===== config.mk =====
export PLATFORM = sky130hd
export DESIGN_NAME = ensc_node
export DESIGN_NICKNAME = d
export VERILOG_FILES = /design/src/logic/ensc_pkg.sv /design/src/logic/ensc_node.sv
export SDC_FILE = /design/constraint.sdc
export NUM_CORES = 1
export LEC_CHECK = 0
export BUFFER_PORTS_ARGS = -buffer_cell sky130_fd_sc_hd__buf_2
export CORE_MARGIN = 8
export CORE_UTILIZATION = 52
export CTS_CLUSTER_DIAMETER = 60
export DETAILED_ROUTE_END_ITERATION = 7
export HOLD_SLACK_MARGIN = 0.1
export PLACE_DENSITY = 0.8
export SYNTH_ARGS = -nofsm -noshare
export SYNTH_HDL_FRONTEND = slang
export SYNTH_SLANG_ARGS = --single-unit

===== constraint.sdc =====
create_clock -name clk_i -period 2.2 [get_ports clk_i]
set_input_delay 0.33 -clock clk_i [delete_from_list [all_inputs] [get_ports clk_i]]
set_output_delay 0.33 -clock clk_i [all_outputs]
set_load 0.05 [all_outputs]

===== src/logic/ensc_pkg.sv =====
// error node signal control: shared constants, register layout and carriers
// assumes one 250 MHz clock and an avalon-mm master with 32-bit data
`default_nettype none

package ensc_pkg;

  // ==========================================================
  // bus and register map (byte addresses)
  localparam int ADDR_W = 8;
  localparam int DATA_W = 32;
  localparam logic [7:0] OFS_CTRL = 8'h00;
  localparam logic [7:0] OFS_FEAT = 8'h04;
  localparam logic [7:0] OFS_STAT = 8'h08;
  localparam logic [7:0] OFS_CNT = 8'h0C;

  // ==========================================================
  // design-time options of this node
  localparam logic HAS_FAULT_IRQ = 1'b1;
  localparam logic HAS_CFI = 1'b1;
  localparam logic HAS_FI = 1'b1;
  localparam logic FAULT_SPLIT_RW = 1'b1;
  localparam logic HAS_ABORT = 1'b1;
  localparam logic HAS_ABORT_EN = 1'b1;
  localparam logic ABORT_SPLIT_RW = 1'b1;
  localparam logic [1:0] CRIT_CAP = 2'h1;
  localparam logic HAS_CE_CNT = 1'b1;
  localparam logic CNT_PAIR = 1'b1;
  localparam logic HAS_UI = 1'b1;
  localparam logic HAS_DUI = 1'b1;
  localparam int CNT_W = 8;

  // ==========================================================
  // error kinds carried with a detected error
  localparam logic [1:0] KIND_CE = 2'h1;
  localparam logic [1:0] KIND_DE = 2'h2;
  localparam logic [1:0] KIND_UE = 2'h3;

  // ==========================================================
  // register layouts, bit 0 is the last field
  typedef struct packed {
    logic dui_en;
    logic ui_en;
    logic critical_irq_enable;
    logic write_abort_enable;
    logic read_abort_enable;
    logic cfi_wr;
    logic cfi_rd;
    logic fi_wr;
    logic fi_rd;
  } ensc_ctrl_t;

  localparam int CTRL_W = 9;
  localparam logic [8:0] CTRL_RST = 9'h000;

  typedef struct packed {
    logic uncontained;
    logic critical_flag;
    logic abort_reported_flag;
    logic wr_seen;
    logic rd_seen;
    logic of_other;
    logic of_repeat;
    logic ue;
    logic de;
    logic ce;
    logic v;
  } ensc_stat_t;

  localparam int STAT_W = 11;
  localparam logic [10:0] STAT_RST = 11'h000;

  // ==========================================================
  // carriers
  typedef struct packed {
    logic valid;
    logic [1:0] kind;
    logic is_write;
    logic same_loc;
    logic critical;
    logic wants_resp;
  } ensc_err_t;

  typedef enum logic {ENSC_BUS_IDLE, ENSC_BUS_ACK} ensc_bus_t;

  typedef struct packed {
    ensc_bus_t bus;
    logic [DATA_W-1:0] rdata;
    ensc_ctrl_t ctrl;
    ensc_stat_t stat;
    logic [CNT_W-1:0] cnt_rpt;
    logic [CNT_W-1:0] cnt_oth;
    logic fault_irq;
    logic recov_irq;
    logic crit_irq;
    logic abort;
    logic abort_wr;
  } ensc_state_t;

endpackage : ensc_pkg

`default_nettype wire


===== src/logic/ensc_node.sv =====
// error node signal control: status, enables, counters and the three
// level interrupts plus the in-band abort pulse of one error record
// assumes err_i comes from node logic on clk_i, one error per cycle
`default_nettype none

// Functional notes
// - corrected-only enable gates the fault interrupt for corrected events only
// - with corrected-only enable, general enable gates deferred and uncorrected
// - without corrected-only enable, general enable gates every error kind
// - fault interrupt without general enable is always enabled
// - no fault interrupt means no fault enable bits at all
// - with a counter, a corrected event is the counter overflowing
// - software setting overflow flag need not count as an event
// - without a counter every corrected error is an event
// - fault enables may be split into read and write bits
// - fault interrupt raised on every deferred or uncorrected error whose read or write fault enable is set, even a discarded syndrome
// - abort enable gates in-band abort for uncorrected errors
// - no abort enable means aborts always on; no aborts means no control
// - abort enable may be split into read and write bits
// - signalling an abort sets the abort-reported flag
// - critical interrupt exists when capability field is nonzero
// - critical interrupt implies the recovery interrupt exists
// - critical interrupt enabled only while its enable bit is one
// - critical condition sets the critical flag whether enabled or not
// - disabled critical interrupt records the condition as uncontained
// - critical flag set alongside the normal syndrome handling
// - fault interrupt while corrected enable and counter overflow set
// - repeat and other counters, either overflow raises fault interrupt
// - recovery interrupt held while enabled and valid and uncorrected set
// - without uncorrected enable, recovery on uncorrected is always on
module ensc_node (
  input wire logic clk_i,
  input wire logic rst_b_i,
  input wire logic [ensc_pkg::ADDR_W-1:0] avs_address_i,
  input wire logic avs_read_i,
  input wire logic avs_write_i,
  input wire logic [ensc_pkg::DATA_W-1:0] avs_writedata_i,
  input wire logic [3:0] avs_byteenable_i,
  output logic [ensc_pkg::DATA_W-1:0] avs_readdata_o,
  output logic avs_waitrequest_o,
  input wire ensc_pkg::ensc_err_t err_i,
  output logic fault_irq_o,
  output logic recovery_irq_o,
  output logic critical_irq_o,
  output logic abort_o,
  output logic abort_is_write_o
);

  // ==========================================================
  // implemented options
  localparam logic CRIT_IMPL = (ensc_pkg::CRIT_CAP != 2'h0);
  localparam logic RECOV_IMPL = 1'b1;
  localparam logic CNT_PAIR_B = ensc_pkg::CNT_PAIR;
  localparam logic FI_IMPL = ensc_pkg::HAS_FAULT_IRQ & ensc_pkg::HAS_FI;
  localparam logic CFI_IMPL = FI_IMPL & ensc_pkg::HAS_CFI;
  localparam logic AB_EN_IMPL = ensc_pkg::HAS_ABORT & ensc_pkg::HAS_ABORT_EN;
  localparam logic [8:0] CTRL_MASK = {
    ensc_pkg::HAS_DUI & RECOV_IMPL,
    ensc_pkg::HAS_UI & RECOV_IMPL,
    CRIT_IMPL,
    AB_EN_IMPL & ensc_pkg::ABORT_SPLIT_RW,
    AB_EN_IMPL,
    CFI_IMPL & ensc_pkg::FAULT_SPLIT_RW,
    CFI_IMPL,
    FI_IMPL & ensc_pkg::FAULT_SPLIT_RW,
    FI_IMPL
  };

  ensc_pkg::ensc_state_t st_ff;
  ensc_pkg::ensc_state_t nxt_st;

  // ==========================================================
  // effective enables
  logic fi_rd_en;
  logic fi_wr_en;
  logic cfi_rd_en;
  logic cfi_wr_en;
  logic ab_rd_en;
  logic ab_wr_en;
  logic ui_en;
  logic dui_en;
  logic ci_en;

  always_comb begin
    if (!ensc_pkg::HAS_FAULT_IRQ) begin
      fi_rd_en = 1'b0;
      fi_wr_en = 1'b0;
    end else if (FI_IMPL) begin
      fi_rd_en = st_ff.ctrl.fi_rd;
      fi_wr_en = ensc_pkg::FAULT_SPLIT_RW ? st_ff.ctrl.fi_wr : st_ff.ctrl.fi_rd;
    end else begin
      fi_rd_en = 1'b1;
      fi_wr_en = 1'b1;
    end
    if (CFI_IMPL) begin
      cfi_rd_en = st_ff.ctrl.cfi_rd;
      cfi_wr_en = ensc_pkg::FAULT_SPLIT_RW ? st_ff.ctrl.cfi_wr : st_ff.ctrl.cfi_rd;
    end else begin
      cfi_rd_en = fi_rd_en;
      cfi_wr_en = fi_wr_en;
    end
    if (!ensc_pkg::HAS_ABORT) begin
      ab_rd_en = 1'b0;
      ab_wr_en = 1'b0;
    end else if (AB_EN_IMPL) begin
      ab_rd_en = st_ff.ctrl.read_abort_enable;
      ab_wr_en = ensc_pkg::ABORT_SPLIT_RW ? st_ff.ctrl.write_abort_enable
                                          : st_ff.ctrl.read_abort_enable;
    end else begin
      ab_rd_en = 1'b1;
      ab_wr_en = 1'b1;
    end
    ui_en = ensc_pkg::HAS_UI ? st_ff.ctrl.ui_en : 1'b1;
    dui_en = ensc_pkg::HAS_DUI & st_ff.ctrl.dui_en;
    ci_en = CRIT_IMPL & st_ff.ctrl.critical_irq_enable;
  end

  // ==========================================================
  // classification of the incoming error
  logic crit_det;
  logic crit_uc;
  logic ce_det;
  logic de_det;
  logic ue_det;
  logic use_rpt;

  always_comb begin
    crit_det = err_i.valid & err_i.critical & CRIT_IMPL;
    crit_uc = crit_det & ~ci_en;
    ce_det = err_i.valid & (err_i.kind == ensc_pkg::KIND_CE) & ~crit_uc;
    de_det = err_i.valid & (err_i.kind == ensc_pkg::KIND_DE) & ~crit_uc;
    ue_det = err_i.valid & ((err_i.kind == ensc_pkg::KIND_UE) | crit_uc);
    use_rpt = err_i.same_loc | ~ensc_pkg::CNT_PAIR;
  end

  // ==========================================================
  // bus decode
  logic acc;
  logic wr_go;
  logic wr_ctrl;
  logic wr_stat;
  logic wr_cnt;
  logic [ensc_pkg::DATA_W-1:0] wmask;
  logic [ensc_pkg::DATA_W-1:0] wdata;
  logic [ensc_pkg::DATA_W-1:0] rd_val;

  always_comb begin
    acc = avs_read_i | avs_write_i;
    wr_go = avs_write_i & (st_ff.bus == ensc_pkg::ENSC_BUS_ACK);
    wr_ctrl = wr_go & (avs_address_i == ensc_pkg::OFS_CTRL);
    wr_stat = wr_go & (avs_address_i == ensc_pkg::OFS_STAT);
    wr_cnt = wr_go & (avs_address_i == ensc_pkg::OFS_CNT);
    wmask = {{8{avs_byteenable_i[3]}}, {8{avs_byteenable_i[2]}},
             {8{avs_byteenable_i[1]}}, {8{avs_byteenable_i[0]}}};
    wdata = avs_writedata_i & wmask;
    case (avs_address_i)
      ensc_pkg::OFS_CTRL: rd_val = {23'h000000, st_ff.ctrl};
      ensc_pkg::OFS_FEAT: rd_val = {16'h0000, CNT_PAIR_B, ensc_pkg::HAS_CE_CNT,
                                    ensc_pkg::HAS_DUI, ensc_pkg::HAS_UI,
                                    ensc_pkg::ABORT_SPLIT_RW, ensc_pkg::HAS_ABORT_EN,
                                    ensc_pkg::HAS_ABORT, ensc_pkg::FAULT_SPLIT_RW,
                                    ensc_pkg::HAS_CFI, ensc_pkg::HAS_FI,
                                    ensc_pkg::HAS_FAULT_IRQ, 3'h0, ensc_pkg::CRIT_CAP};
      ensc_pkg::OFS_STAT: rd_val = {21'h000000, st_ff.stat};
      ensc_pkg::OFS_CNT: rd_val = {16'h0000, st_ff.cnt_oth, st_ff.cnt_rpt};
      default: rd_val = 32'h00000000;
    endcase
  end

  // ==========================================================
  // next state
  logic [ensc_pkg::CNT_W:0] rpt_sum;
  logic [ensc_pkg::CNT_W:0] oth_sum;
  logic ab_fire;
  logic ce_pend;
  logic fault_lvl;
  logic recov_lvl;
  logic crit_lvl;

  always_comb begin
    nxt_st = st_ff;
    rpt_sum = {1'b0, st_ff.cnt_rpt} + 9'h001;
    oth_sum = {1'b0, st_ff.cnt_oth} + 9'h001;
    ab_fire = ensc_pkg::HAS_ABORT & ue_det & err_i.wants_resp
              & (err_i.is_write ? ab_wr_en : ab_rd_en);

    // bus handshake: one idle cycle, then one acknowledge cycle
    case (st_ff.bus)
      ensc_pkg::ENSC_BUS_IDLE: begin
        if (acc) begin
          nxt_st.bus = ensc_pkg::ENSC_BUS_ACK;
          nxt_st.rdata = avs_read_i ? rd_val : 32'h00000000;
        end
      end
      ensc_pkg::ENSC_BUS_ACK: begin
        nxt_st.bus = ensc_pkg::ENSC_BUS_IDLE;
      end
      default: begin
        nxt_st.bus = ensc_pkg::ENSC_BUS_IDLE;
      end
    endcase

    // software writes first, hardware sets afterwards so a set wins
    if (wr_ctrl) begin
      nxt_st.ctrl = ensc_pkg::ensc_ctrl_t'(wdata[8:0] & CTRL_MASK);
    end
    if (wr_stat) begin
      nxt_st.stat = ensc_pkg::ensc_stat_t'(st_ff.stat & ~wdata[10:0]);
    end
    if (wr_cnt) begin
      nxt_st.cnt_rpt = wdata[7:0];
      nxt_st.cnt_oth = wdata[15:8];
    end

    // recording; flags set even when the syndrome itself is dropped
    if (err_i.valid) begin
      nxt_st.stat.v = 1'b1;
      nxt_st.stat.rd_seen = nxt_st.stat.rd_seen | ~err_i.is_write;
      nxt_st.stat.wr_seen = nxt_st.stat.wr_seen | err_i.is_write;
    end
    if (ce_det) begin
      nxt_st.stat.ce = 1'b1;
    end
    if (ce_det && ensc_pkg::HAS_CE_CNT && !wr_cnt) begin
      if (use_rpt) begin
        nxt_st.cnt_rpt = rpt_sum[ensc_pkg::CNT_W-1:0];
        if (rpt_sum[ensc_pkg::CNT_W]) begin
          nxt_st.stat.of_repeat = 1'b1;
        end
      end else begin
        nxt_st.cnt_oth = oth_sum[ensc_pkg::CNT_W-1:0];
        if (oth_sum[ensc_pkg::CNT_W]) begin
          nxt_st.stat.of_other = 1'b1;
        end
      end
    end
    if (de_det) begin
      nxt_st.stat.de = 1'b1;
    end
    if (ue_det) begin
      nxt_st.stat.ue = 1'b1;
    end
    if (crit_uc) begin
      nxt_st.stat.uncontained = 1'b1;
    end
    if (crit_det) begin
      nxt_st.stat.critical_flag = 1'b1;
    end
    if (ab_fire) begin
      nxt_st.stat.abort_reported_flag = 1'b1;
    end
    nxt_st.abort = ab_fire;
    nxt_st.abort_wr = ab_fire & err_i.is_write;

    // level interrupts from the registered status and enables
    nxt_st.fault_irq = fault_lvl;
    nxt_st.recov_irq = recov_lvl;
    nxt_st.crit_irq = crit_lvl;
  end

  // ==========================================================
  // interrupt levels
  always_comb begin
    if (ensc_pkg::HAS_CE_CNT) begin
      ce_pend = st_ff.stat.of_repeat | st_ff.stat.of_other;
    end else begin
      ce_pend = st_ff.stat.ce;
    end
    fault_lvl = ensc_pkg::HAS_FAULT_IRQ & st_ff.stat.v & (
        ((st_ff.stat.de | st_ff.stat.ue)
         & ((st_ff.stat.rd_seen & fi_rd_en) | (st_ff.stat.wr_seen & fi_wr_en)))
      | (ce_pend
         & ((st_ff.stat.rd_seen & cfi_rd_en) | (st_ff.stat.wr_seen & cfi_wr_en))));
    recov_lvl = RECOV_IMPL & st_ff.stat.v & (
        (ui_en & st_ff.stat.ue)
      | (dui_en & st_ff.stat.de));
    crit_lvl = ci_en & st_ff.stat.v & st_ff.stat.critical_flag;
  end

  // ==========================================================
  // state register
  always_ff @(posedge clk_i or negedge rst_b_i) begin
    if (!rst_b_i) begin
      st_ff.bus <= ensc_pkg::ENSC_BUS_IDLE;
      st_ff.rdata <= 32'h00000000;
      st_ff.ctrl <= ensc_pkg::ensc_ctrl_t'(ensc_pkg::CTRL_RST);
      st_ff.stat <= ensc_pkg::ensc_stat_t'(ensc_pkg::STAT_RST);
      st_ff.cnt_rpt <= 8'h00;
      st_ff.cnt_oth <= 8'h00;
      st_ff.fault_irq <= 1'b0;
      st_ff.recov_irq <= 1'b0;
      st_ff.crit_irq <= 1'b0;
      st_ff.abort <= 1'b0;
      st_ff.abort_wr <= 1'b0;
    end else begin
      st_ff <= nxt_st;
    end
  end

  // ==========================================================
  // outputs
  assign avs_readdata_o = st_ff.rdata;
  assign avs_waitrequest_o = ~(st_ff.bus == ensc_pkg::ENSC_BUS_ACK);
  assign fault_irq_o = st_ff.fault_irq;
  assign recovery_irq_o = st_ff.recov_irq;
  assign critical_irq_o = st_ff.crit_irq;
  assign abort_o = st_ff.abort;
  assign abort_is_write_o = st_ff.abort_wr;

endmodule // ensc_node

`default_nettype wire


==> results_dict.tcl <==
set metrics [dict create \
    clockBufferDepth 2 \
    n_antenna_cell 0 \
    worst_pin_slew_ns 0.7284 \
    nNetsFinal 444 \
    r2r_cells 5 \
    grt.met1_usage_pct 21.51 \
    drt_iter0_drc 262 \
    synth-edff-count 0 \
    gp_congestion 0.8851 \
    fin_setup_tns_ns 0 \
    fin_crit_sh_pct 81.93 \
    crit_required_ns 2.40 \
    worst_ep_arrival_time_ns 2.00 \
    grt_setup_unrepaired "no" \
    antenna_left 0 \
    cp_slowest_cell "nor4bb_1" \
    finalHoldViolations 0 \
    vias_per_cell 5.579 \
    drc 0 \
    grt_use_met3_pct 5.208 \
    cts.sinks 58 \
    max_slew_margin_pct 51.44 \
    finalSetupViolCount 0 \
    cts_tree "done" \
    postCtsSetupBuffers 0 \
    grt_pass1_wl_mm 12.10 \
    grt_start_max_net_pins 59 \
    ys.flop_type "dfrtp_1" \
    r2r-start "st_ff[73]" \
    cp-startpoint "st_ff[73]" \
    p_clk_share_pct 37.8 \
    final_cell_area_sq_um 3505 \
    synth_top_area_cell "dfrtp_1" \
    io_pins 93 \
    drtPass1Iterations 5 \
    cts_max_level 3 \
    path_cells "nor4bb_1 -> nand3_1 -> buf_4 -> a21oi_1 -> a31oi_1" \
    finish.utilization_pct 59.90 \
    max_freq_mhz 554.8 \
    async_flop_share_pct 100.0 \
    hold_ws_ns 0.1311 \
    p_sw_mw 0.7584 \
    grt_usage_pct 17.74 \
    cts_buffers 9 \
    yosysTopAreaCellShare_pct 46.81 \
    dp_cells 451 \
    io_buffers 58 \
    finalWirelength_mm 7.669 \
    clk_latency_ns 0.33 \
    synth_cells 341 \
    met2_usage_pct 28.40 \
    die_y_microns 93.22 \
    yosys-top-cells-count "58 x dfrtp_1, 50 x nand2_1, 40 x o21ai_1" \
    root_buffer "clkbuf_8" \
    hold_buffers 0 \
    grt_overflow 0 \
    min_period_ns 1.802 \
    min_path_type "in -> async" \
    die_w_microns 93.22 \
    drive_gt1_share_pct 21.99 \
    clock_skew_ns 0.01184 \
    path_max_fanout 32 \
    powerDensity_nw_per_um2 756.7 \
    routedWlPerCell_microns 16.46 \
    synth.most_common_cell "dfrtp_1" \
    grt.busiest_layer "met2" \
    crit_path_max_incr_delay_ns 0.61 \
    antenna_found_initial 0 \
    endpoint "st_ff[20]" \
    start_util_pct 52.99 \
    regToRegEndpoint "st_ff[20]" \
    die-area_sq_um 8689 \
    power_leakage_nw 1.634 \
    cp-end-kind "flip-flop" \
    vias 2600 \
    ys_warn_count 0 \
    cts.clk_slew.worst_paths_ns 0.07 \
    power_frac_comb_pct 15.0 \
    maxCapViolCount 0 \
    rows 28 \
    drv_slew 0 \
    ir_worst_vdd_uv 363.2 \
    ys_seq_area_share_pct 46.81 \
    r2r_slack_ns 0.40 \
    synth_seq_cells 58 \
    switching_share_pct 28.60 \
    final_cell_count_no_fill 466 \
    cts_resized 0 \
    grt_pass1_vias 2538 \
    synth_area_leaders "dfrtp_1 47%, buf_4 7.7%, o21ai_1 6.5%, nand2_1 6.1%, a21oi_1 5.3%" \
    syn2layout_area_growth_pct 13.03 \
    core_area_sq_um 5851 \
    crit_type "reg -> reg" \
    dpl_cell_area_sq_um 3301 \
    status "finished, final reports clean" \
    ys_types 46 \
    syn_area_per_cell_sq_um 9.092 \
    critPathLaunchType "flip-flop" \
    place_hpwl_mm 5.710 \
    syn-cell-area_sq_um 3100 \
    p_seq_share_pct 47.2 \
    cell_internal_pwr_mw 1.894 \
]
## worst max-delay path, delay by kind of cell, from the launching register on
kind / cells / cell delay (ns)
flops: 1 / 0.36
compound gates: 2 / 0.27
simple gates: 2 / 0.76
buf+inv: 1 / 0.27
## kinds of logic (layout without fill, tap and decap cells)
family / after synthesis / in the layout / synth area share [%]
and+or+nand+nor: 106 / 106 / 17.19
AOI/OAI and AO/OA: 100 / 100 / 17.84
DFF: 58 / 58 / 46.81
buffers and inverters: 54 / 89 / 10.90
muxes: 12 / 12 / 4.076
xor gates and xnor gates: 8 / 8 / 2.260
adders and majority gates: 2 / 2 / 0.8070
other: 1 / 16 / 0.1209
## metrics by stage
stage | power (mW) | setup WS (ns)
floorplan | 1.539 | 0.4379
global placement | 1.642 | 0.3033
detailed placement | 1.659 | 0.2817
CTS | 2.655 | 0.4212
global route | 2.769 | 0.2568
finish | 2.652 | 0.3976
## flip-flops by register name (all words and copies together), names as in the netlist
signal,count
ci_en,1
abort_o,1
fi_wr_en,1
ui_en,1
critical_irq_o,1
st_ff,28
fault_irq_o,1
ab_rd_en,1
dui_en,1
abort_is_write_o,1
ab_wr_en,1
avs_readdata_o,16
cfi_rd_en,1
recovery_irq_o,1
fi_rd_en,1
cfi_wr_en,1
## power by group through the flow
stage	sequential [mW]	clock, mW	combinational (mW)
after global placement	1.26	0	0.380
after global routing	1.27	1.06	0.440
after CTS	1.25	1.01	0.395
final	1.25	1.00	0.397
after floorplan	1.23	0	0.313
after detailed placement	1.27	0	0.392
## cells in the final DEF, fill, tap and decap left out, types with 2 or more instances in the layout
cell type	count
o31ai_1	7
conb_1	16
o21ai_1	40
a22o_1	2
o22ai_1	5
buf_4	10
mux2_1	5
nor2_1	11
or4_1	4
nor2b_1	7
clkbuf_8	12
o21ai_0	3
nand3_1	8
buf_2	58
nor4_1	3
dfrtp_1	58
a31oi_1	5
nand2_1	50
and3_1	2
xnor2_1	6
inv_2	2
nor4bb_1	2
and2_1	2
mux2i_1	7
inv_1	4
xor2_1	2
ha_1	2
a21oi_1	33
nand4_1	5
or2_1	2
## cell type report
type / instances / area [sq um]
Fill cell: 503 / 2346
Timing Repair Buffer: 68 / 365.4
Inverter: 6 / 22.52
Clock buffer: 13 / 168.9
Sequential cell: 58 / 1451
Multi-Input combinational cell: 244 / 1368
Clock inverter: 2 / 35.03
Tap cell: 75 / 93.84
## how the worst min path moves through the flow
stage / from / endpoint / slack (ns) / cells past startpoint
after global routing: rst_b_i / ci_en / 0.19 / 2
after detailed placement: avs_readdata_o[12] / avs_readdata_o[12] / 0.47 / 2
after floorplan: rst_b_i / ab_rd_en / 0.03 / 0
after global placement: avs_readdata_o[14] / avs_readdata_o[14] / 0.47 / 2
final: rst_b_i / ci_en / 0.13 / 2
after CTS: rst_b_i / st_ff[16] / 0.16 / 2
## per-layer routing
metal | share of wire (%) | routed length [microns]
met1 | 43 | 3264
met2 | 48 | 3649
met3 | 7.8 | 601
met4 | 2.0 | 153
met5 | 0 | 0
Note: power is estimated with default switching activity, not from simulation.
